## config.mk

```make
export PLATFORM = sky130hd
export DESIGN_NAME = htd_dispatch
export DESIGN_NICKNAME = d
export VERILOG_FILES = /design/src/include/htd_pkg.sv /design/src/logic/htd_dispatch.sv /design/src/logic/htd_type_decode.sv
export SDC_FILE = /design/constraint.sdc
export NUM_CORES = 1
export LEC_CHECK = 0
export BUFFER_PORTS_ARGS = -buffer_cell sky130_fd_sc_hd__buf_4
export CAP_MARGIN = 20
export CORE_MARGIN = 2
export CORE_UTILIZATION = 50
export DETAILED_ROUTE_END_ITERATION = 8
export PLACE_DENSITY = 0.83
export RECOVER_POWER = 25
export SYNTH_ARGS = -nofsm -noshare
export SYNTH_HDL_FRONTEND = slang
export SYNTH_HIERARCHICAL = 1
export SYNTH_SLANG_ARGS = --single-unit
export TNS_END_PERCENT = 1
```

## constraint.sdc

```tcl
create_clock -name clk -period 4 [get_ports clk]
set_clock_uncertainty 0.15 [all_clocks]
set_input_delay 0.8 -clock clk [delete_from_list [all_inputs] [get_ports clk]]
set_output_delay 0.8 -clock clk [all_outputs]
set_load 0.01 [all_outputs]
```

## src/include/htd_pkg.sv

```systemverilog
// constants and types for the host transport dispatcher
package htd_pkg;

   // controller states
   typedef enum logic [3:0] {
      transport_idle_state    = 4'h0,
      rx_type_check_state     = 4'h1,
      command_frame_tx_state  = 4'h2,
      control_frame_tx_state  = 4'h3,
      dma_setup_tx_state      = 4'h4,
      selftest_tx_state       = 4'h5,
      pio_data_out_state      = 4'h6,
      register_frame_rx_state = 4'h7,
      device_bits_rx_state    = 4'h8,
      dma_activate_rx_state   = 4'h9,
      pio_setup_rx_state      = 4'hA,
      dma_setup_rx_state      = 4'hB,
      selftest_rx_state       = 4'hC,
      dma_data_in_state       = 4'hD,
      pio_data_in_state       = 4'hE
   } htd_state_t;

   // classes of incoming frame
   typedef enum logic [3:0] {
      htd_cls_register   = 4'h0,
      htd_cls_dev_bits   = 4'h1,
      htd_cls_dma_act    = 4'h2,
      htd_cls_pio_setup  = 4'h3,
      htd_cls_dma_setup  = 4'h4,
      htd_cls_selftest   = 4'h5,
      htd_cls_data       = 4'h6,
      htd_cls_unknown    = 4'h7
   } htd_class_t;

   // control-frame trigger options
   typedef enum logic [1:0] {
      htd_trig_soft_reset_bit_change  = 2'h0,
      htd_trig_every_write  = 2'h1,
      htd_trig_value_change = 2'h2
   } htd_trig_t;

   // frame type codes
   localparam logic [7:0] HTD_TYPE_REG_D2H = 8'h34;
   localparam logic [7:0] HTD_TYPE_REG_H2D = 8'h27;
   localparam logic [7:0] HTD_TYPE_DEV_BITS = 8'hA1;
   localparam logic [7:0] HTD_TYPE_DMA_ACT = 8'h39;
   localparam logic [7:0] HTD_TYPE_PIO_SETUP = 8'h5F;
   localparam logic [7:0] HTD_TYPE_DMA_SETUP = 8'h41;
   localparam logic [7:0] HTD_TYPE_SELFTEST = 8'h58;
   localparam logic [7:0] HTD_TYPE_DATA = 8'h46;

   // device control layout and reset values
   localparam int HTD_SOFT_RESET_BIT = 2;
   localparam logic [7:0] HTD_DEVCTL_RESET = 8'h00;

endpackage : htd_pkg

```

## src/logic/htd_dispatch.sv

```systemverilog
// host transport dispatcher: idle event selection and frame type check
// Operation
// - idle waits for command write, control write or incoming frame
// - command register write in idle starts command frame transmit
// - control write toggling soft reset starts control frame transmit
// - option: control transmit on every write or on any value change
// - link frame arrival in idle enters the type check state
// - application dma setup request in idle starts dma setup transmit
// - application selftest request in idle starts selftest transmit
// - pending data writes after pio setup start pio data out
// - received pio setup sets a flag steering later data frames
// - type check decodes the type byte to choose the next state
// - register frame: report valid, enter register receive
// - set device bits frame: report valid, enter device bits receive
// - dma activate frame: report valid, enter dma activate handling
// - pio setup frame: report valid, enter pio setup receive
// - dma setup frame: report valid, enter dma setup receive
// - selftest activate frame: report valid, enter selftest receive
// - data frame without prior pio setup: valid, dma data in
// - data frame after pio setup: valid, pio data in
// - unknown frame type: report unrecognized, return to idle
// - illegal transition notice during type check returns to idle
// - register frames are never throttled by flow control
`timescale 1ns/100ps
module htd_dispatch
   import htd_pkg::*;
(
   input wire logic clk,
   input wire logic sys_rst,
   input wire logic cmd_wr,
   input wire logic devctl_wr,
   input wire logic [7:0] devctl_wdata,
   input wire htd_pkg::htd_trig_t ctl_trigger_mode,
   input wire logic link_rx_frame,
   input wire logic link_type_valid,
   input wire logic [7:0] link_rx_type,
   input wire logic link_illegal,
   input wire logic app_dma_setup_req,
   input wire logic app_selftest_req,
   input wire logic app_data_wr,
   input wire logic app_data_stall,
   input wire logic handler_done,
   output htd_pkg::htd_state_t state,
   output logic link_fis_ok,
   output logic link_fis_bad,
   output logic tx_throttle,
   output logic pio_setup_last,
   output logic [7:0] devctl_value
);
   import htd_pkg::*;

   htd_state_t state_q;
   htd_state_t state_d;
   htd_class_t rx_class;
   logic cmd_pend_q;
   logic ctl_pend_q;
   logic pio_pend_q;
   logic pio_last_q;
   logic [7:0] devctl_q;
   logic ctl_trigger;
   logic in_idle;
   logic in_check;
   logic take_frame;
   logic take_ctl;
   logic take_cmd;
   logic take_dma;
   logic take_bist;
   logic take_pio;
   logic check_decided;

   htd_type_decode u_decode
   (
      .fis_type(link_rx_type),
      .fis_class(rx_class)
   );

   assign in_idle = (state_q == transport_idle_state);
   assign in_check = (state_q == rx_type_check_state);

   // which writes count as a control-frame request
   always_comb
   begin
      unique case (ctl_trigger_mode)
         htd_trig_every_write: ctl_trigger = devctl_wr;
         htd_trig_value_change:
            ctl_trigger = devctl_wr && (devctl_wdata != devctl_q);
         default:
            ctl_trigger = devctl_wr &&
               (devctl_wdata[HTD_SOFT_RESET_BIT] !=
                devctl_q[HTD_SOFT_RESET_BIT]);
      endcase
   end

   // fixed priority among idle events
   always_comb
   begin
      take_frame = in_idle && link_rx_frame;
      take_ctl = in_idle && !take_frame && ctl_pend_q;
      take_cmd = in_idle && !take_frame && !ctl_pend_q &&
         cmd_pend_q;
      take_dma = in_idle && !link_rx_frame && !ctl_pend_q &&
         !cmd_pend_q && app_dma_setup_req;
      take_bist = in_idle && !link_rx_frame && !ctl_pend_q &&
         !cmd_pend_q && !app_dma_setup_req && app_selftest_req;
      take_pio = in_idle && !link_rx_frame && !ctl_pend_q &&
         !cmd_pend_q && !app_dma_setup_req && !app_selftest_req &&
         pio_pend_q && pio_last_q;
   end

   // shadow device control copy, the reference for change detection
   always_ff @(posedge clk)
   begin
      if (sys_rst)
         devctl_q <= HTD_DEVCTL_RESET;
      else if (devctl_wr)
         devctl_q <= devctl_wdata;
   end

   // writes that arrive while busy are held until idle; a new write wins
   // over the clear so a back-to-back write is not lost
   always_ff @(posedge clk)
   begin
      if (sys_rst)
         cmd_pend_q <= 1'b0;
      else if (cmd_wr)
         cmd_pend_q <= 1'b1;
      else if (take_cmd)
         cmd_pend_q <= 1'b0;
   end

   always_ff @(posedge clk)
   begin
      if (sys_rst)
         ctl_pend_q <= 1'b0;
      else if (ctl_trigger)
         ctl_pend_q <= 1'b1;
      else if (take_ctl)
         ctl_pend_q <= 1'b0;
   end

   always_ff @(posedge clk)
   begin
      if (sys_rst)
         pio_pend_q <= 1'b0;
      else if (app_data_wr)
         pio_pend_q <= 1'b1;
      else if (take_pio)
         pio_pend_q <= 1'b0;
   end

   assign check_decided = in_check && link_type_valid && !link_illegal;

   // remembers a received pio setup until another known non-data frame arrives or a pio data transfer ends
   always_ff @(posedge clk)
   begin
      if (sys_rst)
         pio_last_q <= 1'b0;
      else if (check_decided && rx_class == htd_cls_pio_setup)
         pio_last_q <= 1'b1;
      else if (check_decided && rx_class != htd_cls_data &&
               rx_class != htd_cls_unknown)
         pio_last_q <= 1'b0;
      else if (handler_done && (state_q == pio_data_in_state ||
               state_q == pio_data_out_state))
         pio_last_q <= 1'b0;
   end

   // next state
   always_comb
   begin
      state_d = state_q;
      unique case (state_q)
         transport_idle_state:
         begin
            if (take_frame)
               state_d = rx_type_check_state;
            else if (take_ctl)
               state_d = control_frame_tx_state;
            else if (take_cmd)
               state_d = command_frame_tx_state;
            else if (take_dma)
               state_d = dma_setup_tx_state;
            else if (take_bist)
               state_d = selftest_tx_state;
            else if (take_pio)
               state_d = pio_data_out_state;
         end
         rx_type_check_state:
         begin
            if (link_illegal)
               state_d = transport_idle_state;
            else if (link_type_valid)
            begin
               unique case (rx_class)
                  htd_cls_register:
                     state_d = register_frame_rx_state;
                  htd_cls_dev_bits:
                     state_d = device_bits_rx_state;
                  htd_cls_dma_act:
                     state_d = dma_activate_rx_state;
                  htd_cls_pio_setup:
                     state_d = pio_setup_rx_state;
                  htd_cls_dma_setup:
                     state_d = dma_setup_rx_state;
                  htd_cls_selftest:
                     state_d = selftest_rx_state;
                  htd_cls_data:
                     state_d = pio_last_q ? pio_data_in_state
                                          : dma_data_in_state;
                  default:
                     state_d = transport_idle_state;
               endcase
            end
         end
         default:
         begin
            // handler states leave when their transaction ends
            if (handler_done || link_illegal)
               state_d = transport_idle_state;
         end
      endcase
   end

   always_ff @(posedge clk)
   begin
      if (sys_rst)
         state_q <= transport_idle_state;
      else
         state_q <= state_d;
   end

   // link answers are combinational so they coincide with the decision
   always_comb
   begin
      link_fis_ok = check_decided &&
         rx_class != htd_cls_unknown;
      link_fis_bad = check_decided &&
         rx_class == htd_cls_unknown;
   end

   // only the pio data path may throttle; register frames never do
   assign tx_throttle = (state_q == pio_data_out_state) &&
      app_data_stall;

   assign state = state_q;
   assign pio_setup_last = pio_last_q;
   assign devctl_value = devctl_q;

   chk_reg_no_throttle: assert property (@(posedge clk) disable iff (sys_rst)
      (state_q == command_frame_tx_state ||
       state_q == control_frame_tx_state) |-> !tx_throttle)
      else $error("register frame throttled");

   chk_cmd_enters_tx: assert property (@(posedge clk) disable iff (sys_rst)
      (in_idle && cmd_pend_q && !link_rx_frame && !ctl_pend_q)
      |=> state_q == command_frame_tx_state)
      else $error("command write did not start command frame");

   chk_soft_reset_bit_toggle_ctl: assert property (@(posedge clk) disable iff (sys_rst)
      (ctl_trigger_mode == htd_trig_soft_reset_bit_change && devctl_wr &&
       devctl_wdata[HTD_SOFT_RESET_BIT] != devctl_q[HTD_SOFT_RESET_BIT])
      |=> ctl_pend_q || state_q == control_frame_tx_state)
      else $error("soft reset change not latched");

   chk_soft_reset_bit_same_none: assert property (@(posedge clk) disable iff (sys_rst)
      (ctl_trigger_mode == htd_trig_soft_reset_bit_change && devctl_wr &&
       devctl_wdata[HTD_SOFT_RESET_BIT] == devctl_q[HTD_SOFT_RESET_BIT] &&
       !ctl_pend_q) |=> !ctl_pend_q)
      else $error("control frame raised without soft reset change");

   chk_every_write_ctl: assert property (@(posedge clk) disable iff (sys_rst)
      (ctl_trigger_mode == htd_trig_every_write && devctl_wr)
      |=> ctl_pend_q || state_q == control_frame_tx_state)
      else $error("write did not request control frame");

   chk_frame_first: assert property (@(posedge clk) disable iff (sys_rst)
      (in_idle && link_rx_frame) |=> in_check)
      else $error("incoming frame not served first");

   chk_dma_tx: assert property (@(posedge clk) disable iff (sys_rst)
      (in_idle && !link_rx_frame && !ctl_pend_q && !cmd_pend_q &&
       app_dma_setup_req) |=> state_q == dma_setup_tx_state)
      else $error("dma setup request ignored");

   chk_bist_tx: assert property (@(posedge clk) disable iff (sys_rst)
      (take_bist) |=> state_q == selftest_tx_state)
      else $error("selftest request ignored");

   chk_pio_out_cause: assert property (@(posedge clk) disable iff (sys_rst)
      (state_q == pio_data_out_state && $past(in_idle))
      |-> $past(pio_last_q) && $past(pio_pend_q))
      else $error("pio data out without setup and data");

   chk_pio_flag_set: assert property (@(posedge clk) disable iff (sys_rst)
      (check_decided && rx_class == htd_cls_pio_setup)
      ##1 (state_q == pio_setup_rx_state) |-> pio_last_q)
      else $error("pio setup flag not set");

   chk_data_route: assert property (@(posedge clk) disable iff (sys_rst)
      (check_decided && rx_class == htd_cls_data)
      |=> state_q == ($past(pio_last_q) ? pio_data_in_state
                                        : dma_data_in_state))
      else $error("data frame routed wrongly");

   chk_reg_route: assert property (@(posedge clk) disable iff (sys_rst)
      (check_decided && rx_class == htd_cls_register)
      |-> link_fis_ok ##1 state_q == register_frame_rx_state)
      else $error("register frame not accepted");

   chk_unknown_idle: assert property (@(posedge clk) disable iff (sys_rst)
      (check_decided && rx_class == htd_cls_unknown)
      |-> link_fis_bad && !link_fis_ok ##1 in_idle)
      else $error("unknown frame not rejected");

   chk_illegal_idle: assert property (@(posedge clk) disable iff (sys_rst)
      (in_check && link_illegal)
      |-> !link_fis_ok && !link_fis_bad ##1 in_idle)
      else $error("illegal transition not handled");

   chk_wait_check: assert property (@(posedge clk) disable iff (sys_rst)
      (in_check && !link_type_valid && !link_illegal) |=> in_check)
      else $error("type check left without a type");

   chk_bits_route: assert property (@(posedge clk) disable iff (sys_rst)
      (check_decided && rx_class == htd_cls_dev_bits)
      |-> link_fis_ok ##1 state_q == device_bits_rx_state)
      else $error("device bits frame not accepted");

   chk_act_route: assert property (@(posedge clk) disable iff (sys_rst)
      (check_decided && rx_class == htd_cls_dma_act)
      |-> link_fis_ok ##1 state_q == dma_activate_rx_state)
      else $error("dma activate frame not accepted");

   chk_dsetup_route: assert property (@(posedge clk) disable iff (sys_rst)
      (check_decided && rx_class == htd_cls_dma_setup)
      |-> link_fis_ok ##1 state_q == dma_setup_rx_state)
      else $error("dma setup frame not accepted");

   chk_bist_route: assert property (@(posedge clk) disable iff (sys_rst)
      (check_decided && rx_class == htd_cls_selftest)
      |-> link_fis_ok ##1 state_q == selftest_rx_state)
      else $error("selftest frame not accepted");

   cov_cmd_frame: cover property (@(posedge clk) disable iff (sys_rst)
      in_idle ##1 state_q == command_frame_tx_state);
   cov_pio_in: cover property (@(posedge clk) disable iff (sys_rst)
      state_q == pio_setup_rx_state ##[1:20] state_q == pio_data_in_state);
   cov_pio_out: cover property (@(posedge clk) disable iff (sys_rst)
      in_idle ##1 state_q == pio_data_out_state);
   cov_unknown: cover property (@(posedge clk) disable iff (sys_rst)
      link_fis_bad);

endmodule : htd_dispatch

```

## src/logic/htd_type_decode.sv

```systemverilog
// classifier for the type byte of an incoming frame
`timescale 1ns/100ps
module htd_type_decode
   import htd_pkg::*;
(
   input wire logic [7:0] fis_type,
   output htd_pkg::htd_class_t fis_class
);
   always_comb
   begin
      unique case (fis_type)
         HTD_TYPE_REG_D2H,
         HTD_TYPE_REG_H2D: fis_class = htd_cls_register;
         HTD_TYPE_DEV_BITS: fis_class = htd_cls_dev_bits;
         HTD_TYPE_DMA_ACT: fis_class = htd_cls_dma_act;
         HTD_TYPE_PIO_SETUP: fis_class = htd_cls_pio_setup;
         HTD_TYPE_DMA_SETUP: fis_class = htd_cls_dma_setup;
         HTD_TYPE_SELFTEST: fis_class = htd_cls_selftest;
         HTD_TYPE_DATA: fis_class = htd_cls_data;
         // anything else, including unsupported codes
         default: fis_class = htd_cls_unknown;
      endcase
   end
endmodule : htd_type_decode

```

Yosys cells after proc, flatten, opt, wreduce, memory -nomap -nowiden

Cells that the tools add are included.

Reduce and logical (&&, ||, !) cells: 43
Eq/ne operators: 26
Muxes and demuxes: 23

Operators by type and width:

| kind                                                                    | count |
|---|---|
| 4-bit two-way mux                                                       | 9 |
| 8-bit by 7-bit equality test with 1-bit output, second input constant   | 4 |
| 4-bit one-hot mux with 7 select lines                                   | 1 |
| 1-bit logical AND                                                       | 25 |
| 8-bit by 6-bit equality test with 1-bit output, second input constant   | 3 |
| 3-bit one-hot mux with 7 select lines                                   | 1 |
| 4-bit by 3-bit equality test with 1-bit output, second input constant   | 5 |
| 1-bit two-way mux                                                       | 9 |
| 4-bit by 1-bit equality test with 1-bit output, second input constant   | 2 |
| 4-bit by 2-bit equality test with 1-bit output, second input constant   | 2 |
| 8-bit equality test, second input constant                              | 1 |
| 4-bit logical NOT                                                       | 2 |
| 4-bit by 3-bit inequality test with 1-bit output, second input constant | 2 |
| 8-bit inequality test                                                   | 1 |
| 4-bit one-hot mux with 2 select lines                                   | 1 |
| 1-bit logical NOT                                                       | 7 |
| 7-bit by 1-bit inequality test with 1-bit output, second input constant | 1 |
| 2-bit nonzero test                                                      | 3 |
| 3-bit nonzero test                                                      | 2 |
| 4-bit equality test, second input constant                              | 1 |
| 3-bit inequality test, second input constant                            | 1 |
| 3-bit AND reduction                                                     | 1 |
| 2-bit by 1-bit equality test with 1-bit output, second input constant   | 1 |
| 2-bit equality test, second input constant                              | 1 |
| other kinds (5)                                                         | 6 |

Flip-flop bits (word level): 16
Bits of input ports: 30
Output and inout bits: 16
Word-level logic and storage cells: 98

Longest topological paths before layout

Gate-level depths: netlist (run 1).

Depth in word-level cells: 15
Depth in mapped cells: 9
Depth with buffers taken out: 8

Modules after synthesis

The synthesis (run 1) kept the hierarchy.

By module, submodules not included:

| module          | cells each | instances | seq. area each (sq um) | area each (sq um) |
|---|---|---|---|---|
| htd_dispatch    | 107        | 1         | 320.3                  | 964.7 |
| htd_type_decode | 28         | 1         | 0.0                    | 205.2 |

Worst setup path after synthesis (run 1)

OpenSTA, ideal clock, no wires.

Kind: input-to-output
From: input port link_rx_type[1]
To: output port link_fis_bad
Buffers on the path: 0
Stages: 6
Slack: 0.898 ns
Data required time: 3.050 ns
Arrival time: 2.152 ns
Path through: and3b_1 -> o2111ai_1 -> o21ai_1 -> o221ai_1 -> nand3_1 -> nor3_1

Word-level cells in the longest chain between the ends: 5
Elaborated cells between the ends (all ways): 12
Classes of those cells: eq/ne (9); mux (1); reduce/logical (2)

RTL lines:

| what                                             | RTL line              | source |
|---|---|---|
| from (decl)                                      | htd_dispatch.sv:36    | `input wire logic [7:0] link_rx_type,` |
| 8-bit by 6-bit equality test with 1-bit output   | htd_type_decode.sv:11 | `unique case (fis_type)` |
| 2-bit OR reduction                               | htd_type_decode.sv:11 |  |
| 3-bit one-hot mux with 7 select lines *          | htd_type_decode.sv:11 |  |
| named net rx_class[0]                            | htd_dispatch.sv:54    | `htd_class_t rx_class;` |
| 4-bit by 3-bit equality test with 1-bit output * | htd_dispatch.sv:238   | `rx_class == htd_cls_unknown;` |
| 1-bit logical AND *                              | htd_dispatch.sv:237   | `link_fis_bad = check_decided &&` |
| to (decl)                                        | htd_dispatch.sv:45    | `output logic link_fis_bad,` |

Mark *: on every way through the listed nets, which the timed path passes. The rest lies on a longest branch.

Worst setup path in the final report (run 1)

Same ends and word-level chain as after synthesis.

==> out/metrics.cfg, run 1 <==
[setup_path]
cp_cell_sequence = buf_4, and3b_1, o2111ai_1, o21ai_1, o221ai_1, nand3_1, nor3_1, buf_4
start_kind = primary input
crit_required_ps = 3050
crit_fanout = 8
critPathTopFamily = compound AO/OA/AOI/OAI gates
crit_buf_inv = 2
end_kind = primary output
critPathSlowestCell = o221ai_1
worstPathArrival_ps = 2700
slowest_delay_ps = 520
cpMostUsedCell = buf_4
path_class = primary input to primary output

[place]
hpwlAfterDp_um = 2190
port_buffers = 45
post_dp_cell_area_mm2 = 0.00151
dp_cells = 203
gp_congestion = 0.828

[cts]
path_clk_slew_ps = 100
cts.sinks = 16
cts_hold_buf = 0
tritoncts = yes
cts_resized = 0
h-tree-depth = 1
post_cts_buffers = 0
insertion_delay_ps = 290
cts_root_buffer = clkbuf_4
cts_buffers = 3
cts_buffer_depth = 2

[sta]
tightest_slew_ps = 612
finalCriticalPeriod_ps = 3650
rsz0062_at_grt = no
period_share_pct = 91.1
finalHoldViolations = 0
maxSlewHeadroom_pct = 59.2
slew_viol_final = 0
setup_violations = 0
fmax_ghz = 0.274
fin_setup_tns_ps = 0

[global_route]
overflow = 0
met3_usage_pct = 2.86
grt_busiest_layer = met2
antenna_found_initial = 0
met1_usage_pct = 28.1
grt_pass1_wl_um = 4620
grt_max_degree = 16
met2_usage_pct = 37.9
gr-usage-all-layers_pct = 22.1
grt_pass1_vias = 1094

[power]
power_w = 0.000452
ir_worst_vdd_v = 0.000230
leakagePower_nw = 0.703
p_per_area_mw_per_mm2 = 293

[finish]
diodes = 0
final_common_cell = buf_4
nNetsFinal = 210
final_area_mm2 = 0.00155
drive_gt1_share_pct = 34.6
fin_util_pct = 69.9
layout_common_cells = 44 x buf_4, 17 x nor2_1, 16 x dfxtp_1
area_growth_syn_to_layout_pct = 32.1
fillers = 196
instances_no_fill = 207

[floorplanning]
start_util_pct = 52.9
io-pin-count = 46
rows = 17
die_y_um = 52.4
core_mm2 = 0.00221
die_x_um = 52.4
design.die.area_mm2 = 0.00274

[yosys]
synth_seq_area_share_pct = 27.4
synth_fp_nets = 165
syn_area_mm2 = 0.00117
synth_edf_count = 0
async_flop_share_pct = 0
ys.flop_type = dfxtp_1
yosys_warnings = 6
synth_area_per_cell_um2 = 8.67
synth_seq_cells = 16
synthCells = 135
ys_types = 50

[drt]
wl_per_cell_um = 13.6
drt-vias-per-instance = 5.82
first_pass_iters = 4
routed_wl_um = 2810
drt_iter0_markers = 21
vias = 1204
ant_nets = 0
drc_errors = 0

[run_status]
outcome = finished, final reports clean

[hold_path]
hold_class = register to register

[job]
cap_violations = 0

==> stage by stage <==
step	hold slack, ps	setup slack [ps]
after floorplan	301	898
after CTS	344	436
final	338	354
after detailed placement	322	436
after global routing	398	229
after global placement	318	659
==> area by class of cell <==
class                   instances  area (um2)  share of cell area, %
flip-flops and latches         16         320                   20.7
clock buffers                   4        36.3                   2.35
multi-input cells             111         808                   52.3
inverters                       3        11.3                  0.729
well taps                      28        35.0                   2.27
repair buffers                 45         334                   21.6
==> state kept, by name, indices dropped and copies added, names as in the netlist <==
signal / cells
devctl_value: 8
cmd_pend_q: 1
ctl_pend_q: 1
pio_pend_q: 1
state: 4
pio_setup_last: 1
==> cell usage after synthesis, types with 2 or more instances <==
library cell  count  area [um2]
nor3b_1           2        15.0
or3_4             2        22.5
o21a_1            2        15.0
clkbuf_1          3        11.3
nand4_1           3        18.8
nor2_1           17        63.8
nor3_1            4        20.0
dfxtp_1          16         320
a21oi_1           8        40.0
nor3b_2           2        25.0
nor4b_1           2        17.5
xor2_1            9        78.8
a211o_1           2        17.5
and3b_1           2        17.5
nand4b_1          5        43.8
nand2_1           8        30.0
a21boi_0          3        22.5
nand3_1           2        10.0
a211oi_1          2        15.0
mux2i_1           9        90.1
inv_1             3        11.3
==> kinds of logic (layout without fill, tap and decap cells) <==
logic type                count (synthesis)  in the layout  synth area share (%)
and+or+nand+nor                          60             60                  32.9
other                                     1              1                 0.321
buffers and inverters                     8             52                  3.53
AOI/OAI and AO/OA                        32             32                  21.4
xor gates and xnor gates                  9              9                  6.74
DFF                                      16             16                  27.4
muxes                                     9              9                  7.70
==> routing by layer <==
metal  part of all wire (%)  vias up
met5                      0        -
met3                    3.6        4
met4                    1.1        0
met1                     47      565
met2                     49       33
li1                       -      602
==> worst reg2reg max path: cells and delay by family (launching register included) <==
family / cells / cell delay (ps)
and+or+nand+nor: 2 / 670
AOI/OAI and AO/OA: 1 / 170
DFF: 1 / 380
muxes: 1 / 440
==> where the power goes <==
part / internal, W / leakage [nW] / switching, W
Combinational: 0.0000797 / 0.550 / 0.0000680
Clock: 0.0000554 / 0.0210 / 0.0000550
Sequential: 0.000173 / 0.132 / 0.0000211
Total: 0.000308 / 0.703 / 0.000144
==> path summary, 6_finish.rpt <==
| path | start | slack (ps) | endpoint | cells after the start |
|---|---|---|---|---|
| max | link_rx_type[1] | 350 | link_fis_bad | 8 |
| min | pio_pend_q | 340 | pio_pend_q | 2 |
| max reg2reg | state[1] | 2160 | state[0] | 4 |
| min reg2reg | pio_pend_q | 340 | pio_pend_q | 2 |
(Power assumes the default switching activity.)
==> inputs of run 2 (changes only) <==
Settings changed: BUFFER_PORTS_ARGS -buffer_cell sky130_fd_sc_hd__buf_4 to unset, DONT_BUFFER_PORTS set to 1, PLACE_DENSITY 0.83 to 0.69, SLEW_MARGIN set to 15.
Clock period 4 ns to 3.1 ns, I/O delays scaled along.
==> run 2 against run 1 <==
Setup slack worse by 39 ps; worst hold slack worse by 110 ps; flip-flop and latch count did not move; utilization shrank 15 points.
==> out/metrics.cfg, run 2 (same netlist as run 1, synthesis figures left out) <==
[hold_path]
holdPathStages = 1  ; -1
min_to = state[1]
hold_class = primary input to register
hold_start = sys_rst

[power]
leakagePower_nw = 0.483  ; -31%
p_sw_w = 0.000156  ; +8.2%
p_sw_share_pct = 30.3  ; -1.5 points
seqPwrFrac_pct = 50.4  ; +7.5 points
p_int_w = 0.000358  ; +16%
p_clk_share_pct = 26.8  ; +2.4 points
comb_power_share_pct = 22.9  ; -9.8 points
p_per_area_mw_per_mm2 = 422  ; +44%
ir_worst_vdd_v = 0.000418  ; +82%

[drt]
met1_length_um = 1120  ; -15%
drt_iter0_markers = 16  ; -24%
drc_errors = 0  ; unchanged
dr_wl_met2_um = 1270  ; -6.9%
wl_per_cell_um = 16.1  ; +18%
wl_met3_um = 166  ; +66%
routed_wl_um = 2600  ; -7.3%
vias = 1016  ; -16%
routed.top_layer = met4
ant_nets = 0  ; unchanged
first_pass_iters = 4  ; unchanged
drt-vias-per-instance = 6.27  ; +7.8%

[setup_path]
worstPathArrival_ps = 2010  ; -690 ps
critPathSlowestCell = o221ai_2
slowest_delay_ps = 320  ; -200 ps
critPathLaunch = link_rx_type[1]
path_class = primary input to primary output
crit_fanout = 8  ; unchanged
end_kind = primary output
crit_required_ps = 2330  ; -720 ps
cp_cell_sequence = and3b_1, o2111ai_1, o21ai_1, o221ai_2, nand3_1, nor3_1
rr_startpoint = state[0]
crit_buf_inv = 0  ; -2
r2r_end = state[2]
r2r_slack_ps = 1180  ; -980 ps
r2r_cells = 4  ; unchanged
critPathTopFamily = compound AO/OA/AOI/OAI gates
start_kind = primary input

[cts]
cts_resized = 0  ; unchanged
post_cts_buffers = 0  ; unchanged
h-tree-depth = 1  ; unchanged
cts_hold_buf = 0  ; unchanged
insertion_delay_ps = 290  ; about the same
cts_buffers = 3  ; unchanged
cts_buffer_depth = 2  ; unchanged
path_clk_slew_ps = 90  ; about the same
cts_root_buffer = clkbuf_4
cts.sinks = 16  ; unchanged
tritoncts = yes

[sta]
slew_viol_final = 0  ; unchanged
tightest_slew_ps = 554  ; -57.8 ps
finalCriticalPeriod_ps = 2780
whs_ps = 229  ; -109 ps
maxSlewHeadroom_pct = 62.5  ; +3.3 points
setup_violations = 0  ; unchanged
setup_ws_ps = 315  ; -39.2 ps
fmax_ghz = 0.359
fin_setup_tns_ps = 0  ; unchanged
rsz0062_at_grt = no
finalHoldViolations = 0  ; unchanged
period_share_pct = 89.8

[finish]
nNetsFinal = 165  ; -21%
final_common_cell = nor2_1
area_growth_syn_to_layout_pct = 4.06
final_area_mm2 = 0.00122  ; -21%
diodes = 0  ; unchanged
instances_no_fill = 162  ; -22%
largest_reg_flops = 8  ; unchanged
drive_gt1_share_pct = 14.2  ; -20 points
layout_common_cells = 17 x nor2_1, 16 x dfxtp_1, 9 x mux2i_1, 9 x xor2_1

[global_route]
grt_max_degree = 16  ; unchanged
gr-usage-all-layers_pct = 19.6  ; -2.5 points
overflow = 0  ; unchanged
antenna_found_initial = 0  ; unchanged
grt_pass1_wl_um = 3950  ; -15%
grt_pass1_vias = 954  ; -13%

[floorplanning]
die_y_um = 52.4  ; unchanged
design.die.area_mm2 = 0.00274  ; unchanged
die_x_um = 52.4  ; unchanged
start_util_pct = 52.9  ; unchanged
io-pin-count = 46  ; unchanged
rows = 17  ; unchanged
core_mm2 = 0.00221  ; unchanged

[place]
pre_cts_ws_ps = 159  ; -277 ps
dp_cells = 158  ; -22%
post_dp_cell_area_mm2 = 0.00117  ; -22%
port_buffers = 0  ; -100%
gp_congestion = 0.776  ; -6.2%
hpwlAfterDp_um = 1990  ; -9.0%

[run_status]
outcome = finished, final reports clean

[job]
cap_violations = 0  ; unchanged

==> run 2: how the worst max path moves through the flow <==
stage              endpoint  slack, ps  depth (start not counted)
2_1_floorplan  link_fis_bad        360                          6
3_3_place_gp   link_fis_bad        240                          6
3_5_place_dp   link_fis_bad        160                          6
4_1_cts        link_fis_bad        140                          6
5_1_grt        link_fis_bad        200                          6
6_report       link_fis_bad        320                          6
==> run 2: area by class of cell <==
class | count | area (um2)
fillers | 207 | 995
inverters | 3 | 11.3
flip-flops and latches | 16 | 320
clock buffers | 4 | 36.3
well taps | 28 | 35.0
multi-input cells | 111 | 815
==> run 2: per-layer routing <==
metal | vias up | track usage [%]
met5 | - | 0
met4 | 0 | 11.1
met3 | 4 | 3.71
met2 | 26 | 32.5
met1 | 477 | 23.4
li1 | 509 | -
==> run 2: power groups by stage <==
stage          registers [W]  clock network [W]  logic [W]
6_report            0.000259           0.000137   0.000117
5_1_grt             0.000262           0.000149   0.000130
4_1_cts             0.000259           0.000141   0.000117
3_5_place_dp        0.000263                  0   0.000116
3_3_place_gp        0.000261                  0   0.000114
2_1_floorplan       0.000251                  0   0.000117
==> run 2: through the flow <==
step           util [%]  power, W
6_report           55.0  0.000514
5_1_grt            55.0  0.000540
4_1_cts            54.8  0.000516
3_5_place_dp       53.1  0.000379
3_3_place_gp       53.1  0.000375
2_1_floorplan         -  0.000369
==> inputs of run 3 (changes only) <==
Settings changed: ABC_AREA set to 1.
==> run 3 against run 2 <==
First-iteration DRC count increased by 38%; setup slack improved by 280 ps; synthesized cell count rose by 73%; via count is 27% higher; non-clock buffer count is the same; cell area rose by 10%; clock power barely moved; routed wire length is essentially flat; critical path depth rose by 5; clock-buffer cell count did not move; power increased by 1.7%; fmax is 11% higher.
==> out/metrics.cfg, run 3 <==
[cts]
tritoncts = yes
cts_buffer_depth = 2  ; unchanged
cts_root_buffer = clkbuf_4
h-tree-depth = 1  ; unchanged
cts_hold_buf = 0  ; unchanged
cts_buffers = 3  ; unchanged
cts.sinks = 16  ; unchanged
cts_resized = 0  ; unchanged
insertion_delay_ps = 280  ; about the same
path_clk_slew_ps = 100  ; about the same
post_cts_buffers = 0  ; unchanged

[global_route]
grt_pass1_vias = 1040  ; +9.0%
overflow = 0  ; unchanged
grt_pass1_wl_um = 3910  ; -1.0%
gr-usage-all-layers_pct = 18.2  ; -1.4 points
grt_max_degree = 18  ; +2
antenna_found_initial = 0  ; unchanged

[setup_path]
crit_required_ps = 2330  ; about the same
path_class = primary input to primary output
start_kind = primary input
worstPathArrival_ps = 1730  ; -280 ps
end_kind = primary output
crit_fanout = 6  ; -2

[floorplanning]
io-pin-count = 46  ; unchanged
die_y_um = 54.6  ; +4.3%
design.die.area_mm2 = 0.00298  ; +8.8%
core_mm2 = 0.00245  ; +11%
die_x_um = 54.6  ; +4.3%
start_util_pct = 52.2  ; -0.69 points
rows = 18  ; +1

[hold_path]
hold_class = primary input to register

[yosys]
synth_top_area_cell = dfxtp_1
synth_fp_nets = 263  ; +59%
synth_seq_area_share_pct = 25.0  ; -2.4 points
syn_area_mm2 = 0.00128  ; +9.5%
synth_seq_cells = 16  ; unchanged
yosys_warnings = 6  ; unchanged
synth_top_area_share_pct = 25.0  ; -2.4 points
synth_edf_count = 0  ; unchanged
ys.flop_type = dfxtp_1
yosysMostFrequentCell = nand2_1
synth_area_per_cell_um2 = 5.50  ; -37%
netlist_top_cells_area = dfxtp_1 25%, nand2_1 22%, inv_1 11%
ys_types = 21  ; -58%
synthCells = 233  ; +73%
async_flop_share_pct = 0  ; unchanged
ys_top_cells_by_count = 74 x nand2_1, 38 x inv_1, 26 x nor2_1, 21 x a21oi_1, 16 x dfxtp_1

[run_status]
outcome = finished, final reports clean

[job]
cap_violations = 0  ; unchanged

[sta]
rsz0062_at_grt = no
setup_violations = 0  ; unchanged
fmax_ghz = 0.400  ; +11%
period_share_pct = 80.7  ; -9.2 points
fin_setup_tns_ps = 0  ; unchanged
slew_viol_final = 0  ; unchanged
finalHoldViolations = 0  ; unchanged
finalCriticalPeriod_ps = 2500  ; -284 ps

[drt]
drt-vias-per-instance = 4.86  ; -23%
wl_per_cell_um = 9.82  ; -39%
vias = 1288  ; +27%
ant_nets = 0  ; unchanged
first_pass_iters = 6  ; +2
drt_iter0_markers = 22  ; +6
routed_wl_um = 2600  ; about the same
drc_errors = 0  ; unchanged

[finish]
nNetsFinal = 266  ; +61%
drive_gt1_share_pct = 13.2  ; -0.99 points
diodes = 0  ; unchanged
area_growth_syn_to_layout_pct = 4.88
final_area_mm2 = 0.00134  ; +10%
largest_reg_flops = 8  ; unchanged
layout_common_cells = 74 x nand2_1, 38 x inv_1, 26 x nor2_1
final_common_cell = nand2_1

[place]
hpwlAfterDp_um = 2150  ; +8.0%
post_dp_cell_area_mm2 = 0.00131  ; +11%
gp_congestion = 0.818  ; +5.3%
port_buffers = 0  ; unchanged

[power]
p_per_area_mw_per_mm2 = 389  ; -7.9%
leakagePower_nw = 0.683  ; +41%
ir_worst_vdd_v = 0.000297  ; -29%

run 3: changes by cell type in the layout (fill, tap and decap cells not counted), sizes merged, moves of 5 or more:
cell | before | now
nand2 | 8 | 85
inv | 3 | 44
nor2 | 17 | 35
a21oi | 8 | 21
o21ai | 1 | 13
mux2i | 9 | 0
xor2 | 9 | 0
nand3 | 2 | 8
nand4b | 5 | 0
run 3: final timing paths:
path,end,depth (start not counted),from,slack [ps]
max,link_fis_ok,11,link_rx_type[1],600
min,ctl_pend_q,1,sys_rst,240
max reg2reg,state[1],8,state[1],1620
min reg2reg,cmd_pend_q,2,cmd_pend_q,320
run 3: report_power, final:
| part | switching [W] | leakage, nW | internal (W) | total [W] |
|---|---|---|---|---|
| clock network | 0.0000653 | 0.0210 | 0.0000714 | 0.000137 |
| logic | 0.0000853 | 0.529 | 0.0000483 | 0.000134 |
| registers | 0.0000274 | 0.132 | 0.000225 | 0.000252 |
run 3: layout make-up:
type | count | area (um2)
clock buffers | 4 | 36.3
fillers | 264 | 1110
inverters | 44 | 165
multi-input cells | 171 | 785
flip-flops and latches | 16 | 320
well taps | 30 | 37.5
run 3: kinds of logic after synthesis:
| logic type | share of synthesized area (%) |
|---|---|
| buffers and inverters | 13.8 |
| AND/OR/NAND/NOR | 46.0 |
| AO/OA/AOI/OAI | 14.9 |
| other | 0.293 |
| flip-flops | 25.0 |
run 3: per-stage QoR:
| stage | hold WS [ps] | setup WS (ps) | total power [W] | utilization, % | instances |
|---|---|---|---|---|---|
| finish | 239 | 599 | 0.000523 | 54.7 | 265 |
| global route | 205 | 411 | 0.000570 | 54.7 | 265 |
| CTS | 224 | 610 | 0.000531 | 54.7 | 265 |
| detailed placement | 311 | 611 | 0.000392 | 53.3 | 261 |
| global placement | 309 | 615 | 0.000391 | 53.3 | 261 |
| floorplan | 293 | 749 | 0.000370 | - | 233 |
run 3: worst max-delay path, stage by stage:
cell	delay [ps]
inv_1	50
nand2_1	70
nor2_2	150
nand2_1	90
nand2_1	90
nor2_2	40
nand2_2	60
nand2_1	120
nand2_1	140
inv_2	70
a21oi_1	250
run 3: layer usage:
metal / part of all wire, % / vias to the layer above / GRT usage [%]
li1: - / 713 / -
met1: 48 / 536 / 22.0
met2: 45 / 37 / 29.6
met3: 6.6 / 2 / 7.65
met4: 0.46 / 0 / 4.17
met5: 0 / - / 0
